===== config.mk =====
export PLATFORM = sky130hd
export DESIGN_NAME = fifo_host
export DESIGN_NICKNAME = d
export VERILOG_FILES = /design/src/rtl/fifo_host_pkg.sv /design/src/rtl/word_buf_if.sv /design/src/rtl/word_buf2.sv /design/src/rtl/fifo_host.sv
export SDC_FILE = /design/constraint.sdc
export NUM_CORES = 1
export LEC_CHECK = 0
export BUFFER_PORTS_ARGS = -buffer_cell sky130_fd_sc_hd__buf_2
export CORE_UTILIZATION = 51
export DETAILED_ROUTE_END_ITERATION = 7
export GPL_ROUTABILITY_DRIVEN = 0
export PLACE_DENSITY = 0.74
export SYNTH_ARGS = -nofsm -noshare
export SYNTH_HDL_FRONTEND = slang
export SYNTH_HIERARCHICAL = 1
export SYNTH_SLANG_ARGS = --single-unit

===== constraint.sdc =====
create_clock -name CORE_CLK -period 2 [get_ports CORE_CLK]
set_clock_uncertainty 0.2 [all_clocks]
set_input_delay 0.4 -clock CORE_CLK [delete_from_list [all_inputs] [get_ports CORE_CLK]]
set_output_delay 0.4 -clock CORE_CLK [all_outputs]
set_load 0.005 [all_outputs]

===== src/rtl/fifo_host_pkg.sv =====
// constants shared by the shift-register fifo host controller
// assumes one 200 MHz core clock; the device pins are asynchronous to it
//
// Behaviour
// (RL1) device raises input-ready when input stage vacant
// (RL2) shift-in rise captures word, input-ready drops
// (RL3) input-ready returns once input stage frees
// (RL4) strobe low lets word ripple toward output
// (RL5) writer repeats handshake per word, sixteen max
// (RL6) full device keeps input-ready low, ignores shift-in
// (RL7) shift-out while full starts vacancy bubbling up
// (RL8) shift-in held while full auto-loads on vacancy
// (RL9) writer returns shift-in low to finish
// (RL10) output-ready high when word valid and idle
// (RL11) shift-out rise drives output-ready low
// (RL12) shift-out low loads next word, flag returns
// (RL13) empty device keeps output-ready low
// (RL14) burst pulses beyond capacity are ignored
// (RL15) shift-out held while empty pulses output-ready
// (RL16) held shift-out: flag drops when empty again
// (RL17) reader returns shift-out low to finish
// (RL18) master clear empties store, sets flags
// (RL19) four-bit words, three-state outputs under enable
package fifo_host_pkg;

    // ****************************************************************
    // sizes
    // ****************************************************************
    localparam int WORD_W       = 4;
    localparam int DEV_DEPTH    = 16;
    localparam int CNT_W        = 4;

    // ****************************************************************
    // timing, printed figures then cycle counts (least times round up)
    // ****************************************************************
    localparam int CLK_PERIOD_PS = 5000;
    localparam int STROBE_MIN_NS = 24;
    localparam int CLEAR_MIN_NS  = 24;
    localparam int RECOVER_NS    = 22;

    localparam int STROBE_CYC_I  = (STROBE_MIN_NS * 1000 + CLK_PERIOD_PS - 1) / CLK_PERIOD_PS;
    localparam int CLEAR_CYC_I   = (CLEAR_MIN_NS * 1000 + CLK_PERIOD_PS - 1) / CLK_PERIOD_PS;
    localparam int RECOVER_CYC_I = (RECOVER_NS * 1000 + CLK_PERIOD_PS - 1) / CLK_PERIOD_PS;

    // counters load count minus one and wait for zero
    localparam logic [CNT_W-1:0] STROBE_LOAD  = CNT_W'(STROBE_CYC_I - 1);
    localparam logic [CNT_W-1:0] CLEAR_LOAD   = CNT_W'(CLEAR_CYC_I - 1);
    localparam logic [CNT_W-1:0] RECOVER_LOAD = CNT_W'(RECOVER_CYC_I - 1);
    localparam logic [CNT_W-1:0] CNT_ZERO     = '0;

    // ****************************************************************
    // state types
    // ****************************************************************
    typedef enum logic [1:0] {W_IDLE, W_HIGH, W_LOW} wr_state_t;
    typedef enum logic [1:0] {R_IDLE, R_HIGH, R_LOW} rd_state_t;
    typedef enum logic [1:0] {C_OFF, C_PULSE, C_RECOVER} clr_state_t;

endpackage : fifo_host_pkg


===== src/rtl/word_buf_if.sv =====
// handshake bundle between the host controller and its two-entry buffer
// assumes both ends run on the core clock
`timescale 1ns/1ps
`default_nettype none
interface word_buf_if #(parameter int W = 4);
    logic         push_valid;
    logic         push_ready;
    logic [W-1:0] push_data;
    logic         pop_valid;
    logic         pop_ready;
    logic [W-1:0] pop_data;

    modport store (input push_valid, push_data, pop_ready,
                   output push_ready, pop_valid, pop_data);
    modport user  (output push_valid, push_data, pop_ready,
                   input push_ready, pop_valid, pop_data);
endinterface : word_buf_if
`default_nettype wire


===== src/rtl/word_buf2.sv =====
// two-entry valid/ready buffer, read data from a register
// assumes push and pop sides on the same clock, synchronous active-low reset
`timescale 1ns/1ps
`default_nettype none
module word_buf2 #(
    parameter int W = 4
) (
    input  wire logic   clk,
    input  wire logic   rst_n,
    word_buf_if.store   bus
);

    // ****************************************************************
    // storage and pointers
    // ****************************************************************
    logic [W-1:0] mem_q [2];
    logic [W-1:0] mem_d [2];
    logic         wp_q, wp_d;
    logic         rp_q, rp_d;
    logic [1:0]   cnt_q, cnt_d;
    logic         push_fire, pop_fire;

    // honest full and empty straight from the count
    assign bus.push_ready = (cnt_q != 2'h2);
    assign bus.pop_valid  = (cnt_q != 2'h0);
    assign bus.pop_data   = mem_q[rp_q];
    assign push_fire      = bus.push_valid && bus.push_ready;
    assign pop_fire       = bus.pop_valid && bus.pop_ready;

    // next pointers, count and contents
    always_comb begin
        mem_d = mem_q;
        wp_d  = wp_q;
        rp_d  = rp_q;
        cnt_d = cnt_q;
        if (push_fire) begin
            mem_d[wp_q] = bus.push_data;
            wp_d        = ~wp_q;
        end
        if (pop_fire) begin
            rp_d = ~rp_q;
        end
        if (push_fire && !pop_fire) begin
            cnt_d = cnt_q + 2'h1;
        end else if (pop_fire && !push_fire) begin
            cnt_d = cnt_q - 2'h1;
        end
    end

    always_ff @(posedge clk) begin
        if (!rst_n) begin
            mem_q[0] <= '0;
            mem_q[1] <= '0;
            wp_q     <= 1'b0;
            rp_q     <= 1'b0;
            cnt_q    <= 2'h0;
        end else begin
            mem_q <= mem_d;
            wp_q  <= wp_d;
            rp_q  <= rp_d;
            cnt_q <= cnt_d;
        end
    end

endmodule : word_buf2
`default_nettype wire


===== src/rtl/fifo_host.sv =====
// host controller for a clockless 16-word shift-register fifo
// drives the shift strobes, master clear, data and output enable pins;
// assumes the device flags and word outputs are asynchronous to CORE_CLK
`timescale 1ns/1ps
`default_nettype none
module fifo_host (
    input  wire logic                             CORE_CLK,
    input  wire logic                             RST_N,
    // user write stream
    input  wire logic                             WR_VALID,
    output logic                                  WR_READY,
    input  wire logic [fifo_host_pkg::WORD_W-1:0] WR_DATA,
    // user read stream
    output logic                                  RD_VALID,
    input  wire logic                             RD_READY,
    output logic [fifo_host_pkg::WORD_W-1:0]      RD_DATA,
    // clear request, one pulse
    input  wire logic                             CLEAR_REQ,
    output logic                                  CLEAR_BUSY,
    // device pins
    output logic                                  SHIFT_IN,
    output logic                                  SHIFT_OUT,
    output logic                                  MASTER_CLEAR,
    output logic [fifo_host_pkg::WORD_W-1:0]      WORD_INPUTS,
    output logic                                  WORD_OUT_ENABLE,
    input  wire logic                             INPUT_READY_FLAG,
    input  wire logic                             OUTPUT_READY_FLAG,
    input  wire logic [fifo_host_pkg::WORD_W-1:0] WORD_OUTPUTS
);

    localparam int W = fifo_host_pkg::WORD_W;

    // ****************************************************************
    // pin synchronisers
    // ****************************************************************
    logic [W-1:0] q_m_q, q_s_q;
    logic         dir_m_q, dir_s_q, dor_m_q, dor_s_q;

    // first stage is read only by the second stage
    always_ff @(posedge CORE_CLK) begin
        if (!RST_N) begin
            q_m_q   <= '0;
            q_s_q   <= '0;
            dir_m_q <= 1'b0;
            dir_s_q <= 1'b0;
            dor_m_q <= 1'b0;
            dor_s_q <= 1'b0;
        end else begin
            q_m_q   <= WORD_OUTPUTS;
            q_s_q   <= q_m_q;
            dir_m_q <= INPUT_READY_FLAG;
            dir_s_q <= dir_m_q;
            dor_m_q <= OUTPUT_READY_FLAG;
            dor_s_q <= dor_m_q;
        end
    end

    // ****************************************************************
    // master clear sequencer
    // ****************************************************************
    fifo_host_pkg::clr_state_t          c_q, c_d;
    logic [fifo_host_pkg::CNT_W-1:0]    c_cnt_q, c_cnt_d;
    logic                               clr_busy, clr_kill;

    assign clr_busy = (c_q != fifo_host_pkg::C_OFF);
    assign clr_kill = clr_busy || (CLEAR_REQ && (c_q == fifo_host_pkg::C_OFF));

    // pulse, then hold off the strobes for the recovery time
    always_comb begin
        c_d     = c_q;
        c_cnt_d = c_cnt_q;
        unique case (c_q)
            fifo_host_pkg::C_OFF: begin
                if (CLEAR_REQ) begin
                    c_d     = fifo_host_pkg::C_PULSE;
                    c_cnt_d = fifo_host_pkg::CLEAR_LOAD;
                end
            end
            fifo_host_pkg::C_PULSE: begin
                if (c_cnt_q == fifo_host_pkg::CNT_ZERO) begin
                    c_d     = fifo_host_pkg::C_RECOVER;
                    c_cnt_d = fifo_host_pkg::RECOVER_LOAD;
                end else begin
                    c_cnt_d = c_cnt_q - 1'b1;
                end
            end
            fifo_host_pkg::C_RECOVER: begin
                if (c_cnt_q == fifo_host_pkg::CNT_ZERO) begin
                    c_d = fifo_host_pkg::C_OFF;
                end else begin
                    c_cnt_d = c_cnt_q - 1'b1;
                end
            end
        endcase
    end

    always_ff @(posedge CORE_CLK) begin
        if (!RST_N) begin
            c_q     <= fifo_host_pkg::C_OFF;
            c_cnt_q <= '0;
        end else begin
            c_q     <= c_d;
            c_cnt_q <= c_cnt_d;
        end
    end

    // ****************************************************************
    // shift-in writer
    // ****************************************************************
    fifo_host_pkg::wr_state_t           w_q, w_d;
    logic [fifo_host_pkg::CNT_W-1:0]    w_cnt_q, w_cnt_d;
    logic                               w_seen_q, w_seen_d;
    logic [W-1:0]                       wdat_q, wdat_d;

    // only offer a word when the device shows a vacant input stage and no clear starts
    assign WR_READY = (w_q == fifo_host_pkg::W_IDLE) && dir_s_q && !clr_kill; // RL1 RL6

    // strobe high until capture seen, then low for the least width
    always_comb begin
        w_d      = w_q;
        w_cnt_d  = w_cnt_q;
        w_seen_d = w_seen_q;
        wdat_d   = wdat_q;
        unique case (w_q)
            fifo_host_pkg::W_IDLE: begin
                if (WR_VALID && WR_READY) begin
                    w_d      = fifo_host_pkg::W_HIGH; // RL5
                    w_cnt_d  = fifo_host_pkg::STROBE_LOAD;
                    w_seen_d = 1'b0;
                    wdat_d   = WR_DATA;
                end
            end
            fifo_host_pkg::W_HIGH: begin
                w_seen_d = w_seen_q || !dir_s_q; // RL2
                if (w_cnt_q != fifo_host_pkg::CNT_ZERO) begin
                    w_cnt_d = w_cnt_q - 1'b1;
                end else if (w_seen_q) begin
                    w_d     = fifo_host_pkg::W_LOW; // RL9
                    w_cnt_d = fifo_host_pkg::STROBE_LOAD;
                end
            end
            fifo_host_pkg::W_LOW: begin
                if (w_cnt_q == fifo_host_pkg::CNT_ZERO) begin
                    w_d = fifo_host_pkg::W_IDLE;
                end else begin
                    w_cnt_d = w_cnt_q - 1'b1;
                end
            end
            default: w_d = fifo_host_pkg::W_IDLE;
        endcase
        if (clr_kill) begin
            w_d = fifo_host_pkg::W_IDLE; // RL18
        end
    end

    always_ff @(posedge CORE_CLK) begin
        if (!RST_N) begin
            w_q      <= fifo_host_pkg::W_IDLE;
            w_cnt_q  <= '0;
            w_seen_q <= 1'b0;
            wdat_q   <= '0;
        end else begin
            w_q      <= w_d;
            w_cnt_q  <= w_cnt_d;
            w_seen_q <= w_seen_d;
            wdat_q   <= wdat_d;
        end
    end

    // ****************************************************************
    // shift-out reader and buffer
    // ****************************************************************
    fifo_host_pkg::rd_state_t           r_q, r_d;
    logic [fifo_host_pkg::CNT_W-1:0]    r_cnt_q, r_cnt_d;
    logic                               r_seen_q, r_seen_d;
    logic                               push_fire;

    word_buf_if #(.W(W)) bif ();

    word_buf2 #(.W(W)) u_buf (
        .clk   (CORE_CLK),
        .rst_n (RST_N),
        .bus   (bif.store)
    );

    // word is stable while the flag is high; both pass equal sync depth
    assign bif.push_valid = (r_q == fifo_host_pkg::R_IDLE) && dor_s_q && !clr_kill; // RL10
    assign bif.push_data  = q_s_q;
    assign bif.pop_ready  = RD_READY;
    assign push_fire      = bif.push_valid && bif.push_ready;
    assign RD_VALID       = bif.pop_valid;
    assign RD_DATA        = bif.pop_data;

    // a full buffer stalls the unload, so the device simply holds the word
    always_comb begin
        r_d      = r_q;
        r_cnt_d  = r_cnt_q;
        r_seen_d = r_seen_q;
        unique case (r_q)
            fifo_host_pkg::R_IDLE: begin
                if (push_fire) begin
                    r_d      = fifo_host_pkg::R_HIGH;
                    r_cnt_d  = fifo_host_pkg::STROBE_LOAD;
                    r_seen_d = 1'b0;
                end
            end
            fifo_host_pkg::R_HIGH: begin
                r_seen_d = r_seen_q || !dor_s_q; // RL11
                if (r_cnt_q != fifo_host_pkg::CNT_ZERO) begin
                    r_cnt_d = r_cnt_q - 1'b1;
                end else if (r_seen_q) begin
                    r_d     = fifo_host_pkg::R_LOW; // RL17
                    r_cnt_d = fifo_host_pkg::STROBE_LOAD;
                end
            end
            fifo_host_pkg::R_LOW: begin
                // flag sync lag is shorter than this wait, RL12 RL13
                if (r_cnt_q == fifo_host_pkg::CNT_ZERO) begin
                    r_d = fifo_host_pkg::R_IDLE;
                end else begin
                    r_cnt_d = r_cnt_q - 1'b1;
                end
            end
            default: r_d = fifo_host_pkg::R_IDLE;
        endcase
        if (clr_kill) begin
            r_d = fifo_host_pkg::R_IDLE;
        end
    end

    always_ff @(posedge CORE_CLK) begin
        if (!RST_N) begin
            r_q      <= fifo_host_pkg::R_IDLE;
            r_cnt_q  <= '0;
            r_seen_q <= 1'b0;
        end else begin
            r_q      <= r_d;
            r_cnt_q  <= r_cnt_d;
            r_seen_q <= r_seen_d;
        end
    end

    // ****************************************************************
    // pin drive, decoded from registers except output enable, which follows RST_N
    // ****************************************************************
    assign SHIFT_IN        = (w_q == fifo_host_pkg::W_HIGH);
    assign SHIFT_OUT       = (r_q == fifo_host_pkg::R_HIGH);
    assign MASTER_CLEAR    = (c_q == fifo_host_pkg::C_PULSE); // RL18
    assign CLEAR_BUSY      = clr_busy;
    assign WORD_INPUTS     = wdat_q;
    assign WORD_OUT_ENABLE = RST_N; // RL19

    // ****************************************************************
    // checks
    // ****************************************************************
    AST_SI_HIGH_WIDTH: assert property (@(posedge CORE_CLK) disable iff (!RST_N) // RL5
        $rose(SHIFT_IN) |-> (SHIFT_IN || clr_busy)[*5])
        else $error("shift-in high shorter than least width");

    AST_SI_LOW_WIDTH: assert property (@(posedge CORE_CLK) disable iff (!RST_N) // RL9
        $fell(SHIFT_IN) |-> (!SHIFT_IN)[*5])
        else $error("shift-in low shorter than least width");

    AST_SI_WAITS_CAPTURE: assert property (@(posedge CORE_CLK) disable iff (!RST_N) // RL9
        ($fell(SHIFT_IN) && !$past(clr_kill)) |-> $past(w_seen_q))
        else $error("shift-in dropped before capture was seen");

    AST_SI_NOT_FULL: assert property (@(posedge CORE_CLK) disable iff (!RST_N) // RL14
        $rose(SHIFT_IN) |-> $past(dir_s_q))
        else $error("shift-in raised while device showed full");

    AST_SO_HIGH_WIDTH: assert property (@(posedge CORE_CLK) disable iff (!RST_N) // RL17
        $rose(SHIFT_OUT) |-> (SHIFT_OUT || clr_busy)[*5])
        else $error("shift-out high shorter than least width");

    AST_SO_LOW_WIDTH: assert property (@(posedge CORE_CLK) disable iff (!RST_N) // RL17
        $fell(SHIFT_OUT) |-> (!SHIFT_OUT)[*5])
        else $error("shift-out low shorter than least width");

    AST_SO_HAS_ROOM: assert property (@(posedge CORE_CLK) disable iff (!RST_N) // RL10
        $rose(SHIFT_OUT) |-> $past(push_fire))
        else $error("shift-out raised without a buffered word");

    AST_CLEAR_PULSE: assert property (@(posedge CORE_CLK) disable iff (!RST_N) // RL18
        $rose(MASTER_CLEAR) |-> (MASTER_CLEAR && !SHIFT_IN && !SHIFT_OUT)[*5]
            ##1 (!MASTER_CLEAR && !SHIFT_IN)[*5])
        else $error("master clear width or recovery violated");

endmodule : fifo_host
`default_nettype wire


==> Word-level counts from Yosys, hierarchy flattened <==
Cells that the tools add are included.
{ "classes": {"add_sub_neg": 5, "n_lt_le_gt_ge": 3, "n_eq_ne": 23, "n_mux": 40, "bitwise": 5, "n_reduce_logical": 44} }
{ "ops": {"columns": ["operator", "n"], "rows": [
  ["2-to-1 mux 4 bit", 15],
  ["one-hot mux 4 bit (3 select lines)", 3],
  ["2-to-1 mux 2 bit", 13],
  ["!= test 2 bit, second input constant", 10],
  ["one-hot mux 2 bit (3 select lines)", 3],
  ["AND reduction 4 bit", 4],
  ["logical NOT 4 bit", 3],
  ["subtractor 4 x 1 -> 4 bit, second input constant", 3],
  ["logical AND 1 bit", 11],
  ["!= test 2 x 1 -> 1 bit, second input constant", 5],
  ["nonzero test 2 bit", 5],
  ["bitwise mux 8 bit", 1],
  ["AND reduction 2 bit", 4],
  ["nonzero test 4 bit", 2],
  ["equality test 2 x 1 -> 1 bit, second input constant", 3],
  ["equality test 2 bit, second input constant", 3],
  ["logical NOT 2 bit", 3],
  ["!= test 3 x 1 -> 1 bit, second input constant", 2],
  ["nonzero test 3 bit", 2],
  ["logical NOT 1 bit", 5],
  ["demux 4 bit (select 1 bit)", 1],
  [">= comparator 2 bit, second input constant", 2],
  ["NOT 1 -> 2 bit", 2],
  ["one-hot mux 1 bit (2 select lines)", 2],
  ["8 further kinds", 13]
]} }
{ "word_totals": {"reg_bits": 48, "in_bits": 15, "out_inout_bits": 15} }

==> Depth between registers and ports, before layout <==
{ "depth": {"word_depth": 10, "depth_mapped": 9, "ltp_nobuf": 9} }

==> By module <==
The synthesis kept the hierarchy.
{ "by_module_without_submodules": {"columns": ["module", "instances", "cells_per_inst", "area_per_inst_um2"], "rows": [
  ["fifo_host", 1, 193, 1778.0],
  ["word_buf2", 1, 56, 561.8]
]} }

==> Least setup slack after synthesis <==
Ideal clock, no wire load.
{ "synth_timing": {"path_kind": "register to register", "from": "register c_q[0]", "to": "register u_buf.cnt_q[1]", "setup_ns": 0.070, "arrival_ns": 1.963, "required_ns": 1.730, "setup_slack_ns": -0.232, "stages_incl_launch_ff": 9, "n_path_buf": 0, "synth_period_minus_slack_ns": 2.232, "path_cell_list": "dfxtp_1 -> inv_1 -> ha_1 -> and2b_1 -> and3_1 -> and2_1 -> ha_1 -> or3_1 -> a21oi_1"} }
{ "synth_via": {"elab_chain_len": 9} }
{ "synth_lines": {"columns": ["element", "line", "source"], "rows": [
  ["start, declared", "fifo_host.sv:61", "fifo_host_pkg::clr_state_t c_q, c_d;"],
  ["start signal, assigned", "fifo_host.sv:99", "c_q <= fifo_host_pkg::C_OFF;"],
  ["logical NOT 2 bit", "fifo_host.sv:66", "assign clr_kill = clr_busy || (CLEAR_REQ && (c_q == fifo_host_pkg::C_OFF));"],
  ["logical AND 1 bit", "fifo_host.sv:66", null],
  ["logical OR 1 bit *", "fifo_host.sv:66", null],
  ["logical NOT 1 bit *", "fifo_host.sv:187", "assign bif.push_valid = (r_q == fifo_host_pkg::R_IDLE) && dor_s_q && !clr_kill;"],
  ["logical AND 1 bit *", "fifo_host.sv:187", null],
  ["named net bif.push_valid", "word_buf_if.sv:6", "logic push_valid;"],
  ["logical AND 1 bit *", "word_buf2.sv:27", "assign push_fire = bus.push_valid && bus.push_ready;"],
  ["named net u_buf.push_fire", "word_buf2.sv:21", "logic push_fire, pop_fire;"],
  ["logical NOT 1 bit", "word_buf2.sv:45", "end else if (pop_fire && !push_fire) begin"],
  ["logical AND 1 bit", "word_buf2.sv:45", null],
  ["nonzero test 2 bit (no source line)", null, null],
  ["end signal, assigned", "word_buf2.sv:61", "cnt_q <= cnt_d;"],
  ["end, declared", "word_buf2.sv:20", "logic [1:0] cnt_q, cnt_d;"]
]} }
The timed path passes the listed nets; every way through them passes the cells marked *.
A chain may end at the register's enable or synchronous reset.

==> Worst setup path in the final report <==
{ "layout_timing": {"from": "register c_q[0]", "to": "output port WR_READY"} }
{ "layout_via": {"elab_chain_len": 5} }
{ "layout_lines": {"columns": ["element", "line", "source"], "rows": [
  ["logical NOT 2 bit", "fifo_host.sv:66", null],
  ["logical AND 1 bit", "fifo_host.sv:66", null],
  ["logical OR 1 bit *", "fifo_host.sv:66", null],
  ["logical NOT 1 bit *", "fifo_host.sv:116", "assign WR_READY = (w_q == fifo_host_pkg::W_IDLE) && dir_s_q && !clr_kill;"],
  ["logical AND 1 bit *", "fifo_host.sv:116", null],
  ["end, declared", "fifo_host.sv:11", "output logic WR_READY,"]
]} }
Mark *: on every way between the ends. The rest lies on a longest branch, timed or not.

==> metrics.csv <==
stage,metric,value,unit
outcome,status,finished with violations,
outcome,violations,setup timing,
synth,synth.top_cells.by_count,"48 x dfxtp_1, 29 x nor2_1, 19 x nand2_1",
floorplanning,die_w,69.73,µm
clock_network,cts.sinks,48,
power_and_ir_drop,swShare,30.14,%
placed_design,pre_cts_slack,-0.01187,ns
synth,yosysMostFrequentCell,dfxtp_1,
power_and_ir_drop,p_leak,1.281,nW
timing,setup_ws,-0.02594,ns
critical_path,crit_chain,inv_2 -> ha_4 -> and2b_1 -> buf_6 -> and3_4 -> buf_6,
routing,drt_iter0_drc,79,
critical_path,end_kind,primary output,
timing,hold_viol,0,
critical_path,crit_type,reg2out,
routing,routed_via_density,5.225,
global_route,globalRoute.totalOverflow,0,
synth,synthArstFlopShare,0,%
power_and_ir_drop,peakVddDrop,0.0006088,V
global_route,grt_pass1_wl,7162,µm
power_and_ir_drop,p_int,0.001798,W
routing,drc,0,
routing,firstDrtPassIters,5,
synth,yosysUniqueCellTypes,47,
synth,synth_edf_count,0,
global_route,grt_usage,18.35,%
power_and_ir_drop,power_frac_seq,43.9,%
power_and_ir_drop,p_switching,0.0007757,W
clock_network,cts_tree,built,
layout,area_growth,19.73,%
synth,yosys.area.top_type,dfxtp_1,
floorplanning,io_pins,30,
global_route,grt_max_degree,20,
timing,clock.fmax,493.6,MHz
floorplanning,start_util,53.37,%
timing,timing.hold.ws,0.09112,ns
critical_path,crit_fanout,2,
routing,routed_wl,4157,µm
routing,drt-wirelength-per-cell,11.98,µm
critical_path,cp_common_cell,buf_6,
clock_network,cts_buffer_depth,2,
clock_network,clk_pin_slew,0.09,ns
timing,worstMarginPinSlew,0.3784,ns
synth,yosysSeqAreaShare,41.07,%
worst_hold_path,hp-class,in2reg,
layout,fin_nets,326,
timing,fin_crit_sh,101.3,%
timing,final_max_slew_viol_count,0,
clock_network,cts-root-buf,clkbuf_8,
global_route,antenna_found_initial,0,
layout,diodes,0,
synth,avgSynthCellArea,9.397,µm²
synth,ys_seq_elements,48,
critical_path,crit_arrival,1.43,ns
synth,synth_ff_type,dfxtp_1,
layout,drive_gt1_share,28.14,%
floorplanning,core_area,4384,µm²
timing,rsz0062_at_grt,true,
clock_network,cts_buffers,5,
power_and_ir_drop,pwr-share-comb,27.9,%
layout,n_fill_cell,365,
synth,syn_inst,249,
floorplanning,rows,24,
critical_path,required,1.40,ns
run,maxCapViolations,0,
synth,yosys_warnings,6,
critical_path,cpPeakStageDelay,0.35,ns
critical_path,cp_slowest_cell,dfxtp_2,
synth,synth.cell_area,2340,µm²
synth,synth.area.top_cells,"dfxtp_1 41%, ha_1 9.1%, mux2i_1 7.3%, nor2_1 4.7%, and2_1 3.7%",
timing,min_period,2.026,ns
routing,vias,1813,
synth,synth_top_area_share,41.07,%
placed_design,dp_hpwl,2943,µm
placed_design,port_buffers,29,
floorplanning,die_h,69.73,µm
global_route,first_global_vias,1678,
routing,drtAntennaViolNets,0,
clock_network,h-tree-depth,2,
floorplanning,die_area,4862,µm²
synth,syn-num-nets,281,
power_and_ir_drop,clkPwrFrac,28.2,%
critical_path,critPathLaunchType,flip-flop,
power_and_ir_drop,p_per_area,918.7,nW/µm²
timing,relSlewSlack,74.74,%
clock_network,holdBufCountCts,0,
critical_path,rrSetupSlack,-0.01,ns
clock_network,insertion_delay,0.31,ns
timing,setup_viol_count_final,2,
[path summary, 6_finish.rpt]
kind	from	to	cells past startpoint
max	c_q[0]	WR_READY	6
min	WORD_OUTPUTS[0]	q_m_q[0]	2
max reg2reg	c_q[0]	u_buf/cnt_q[1]	9
min reg2reg	dor_m_q	dor_s_q	1
[through the flow]
step | instances | power [W] | instance area (µm²) | util, % | TNS [ns]
final | 347 | 0.002574 | 2801 | 63.90 | -0.03173
after global routing | 347 | 0.002728 | 2801 | 63.90 | -0.1801
after CTS | 346 | 0.002568 | 2790 | 63.64 | -0.01984
after detailed placement | 332 | 0.001778 | 2613 | 59.59 | -0.01187
after global placement | 332 | 0.001764 | 2613 | 59.59 | 0
after floorplan | 249 | 0.001592 | 2375 | - | 0
[layer usage]
metal  wire length (µm)  vias to the layer above  GRT usage [%]
met4                 92                        0          9.333
met5                  0                        -              0
met1               2004                      824          22.17
met2               1909                       39          30.96
li1                   -                      942              -
met3                151                        8          3.634
[cell type report]
cell class                 instances  area [µm²]  share of cell area, %
clock inverter                     3       47.55                  1.697
timing repair buffer              45       275.3                  9.826
tap                               52       65.06                  2.322
multi-input combinational        178        1320                  47.12
inverter                          16       60.06                  2.144
clock buffer                       5       68.82                  2.456
sequential                        48       964.7                  34.43
[cells by family after synthesis]
| family | Yosys count | synth area share [%] |
|---|---|---|
| compound gates | 43 | 13.26 |
| xor+xnor | 4 | 1.497 |
| fa+ha+maj | 17 | 9.091 |
| buf+inv | 23 | 4.278 |
| flops | 48 | 41.07 |
| mux | 22 | 9.679 |
| simple gates | 92 | 21.12 |
[placed cells by master, fill, tap and decap left out, types with 7 or more instances in the layout]
cell type / n
mux2i_1: 17
inv_1: 14
ha_1: 15
buf_4: 15
nand2_1: 19
dfxtp_1: 45
o21ai_0: 7
buf_2: 28
nor2_1: 29
a21oi_1: 9
and2_1: 13
[state kept, by name (all words and copies together), names as in the netlist, 2 cells and up]
name,cells
u_buf/mem_q,8
WORD_INPUTS,4
bif.push_data,4
c_cnt_q,4
q_m_q,4
r_cnt_q,4
w_cnt_q,4
c_q,2
r_q,2
u_buf/cnt_q,2
w_q,2
[power by group through the flow]
stage	Combinational (W)	Clock [W]	Sequential [W]
3_5_place_dp	0.000625	0	0.00115
5_1_grt	0.000801	0.000782	0.00115
2_1_floorplan	0.000459	0	0.00113
6_report	0.000719	0.000726	0.00113
4_1_cts	0.000695	0.000746	0.00113
3_3_place_gp	0.000614	0	0.00115
[critical path, delay by kind of cell, from the launching register on]
kind	cells	cell delay, ns
fa+ha+maj	1	0.15
buf+inv	3	0.28
flops	1	0.35
simple gates	2	0.36
[timing repair]
item | in CTS | in global routing
setup buffers | 6 | 1
setup endpoints to repair | 2 | 2
gates resized for setup | 4 | 1
(Power assumes the default switching activity.)
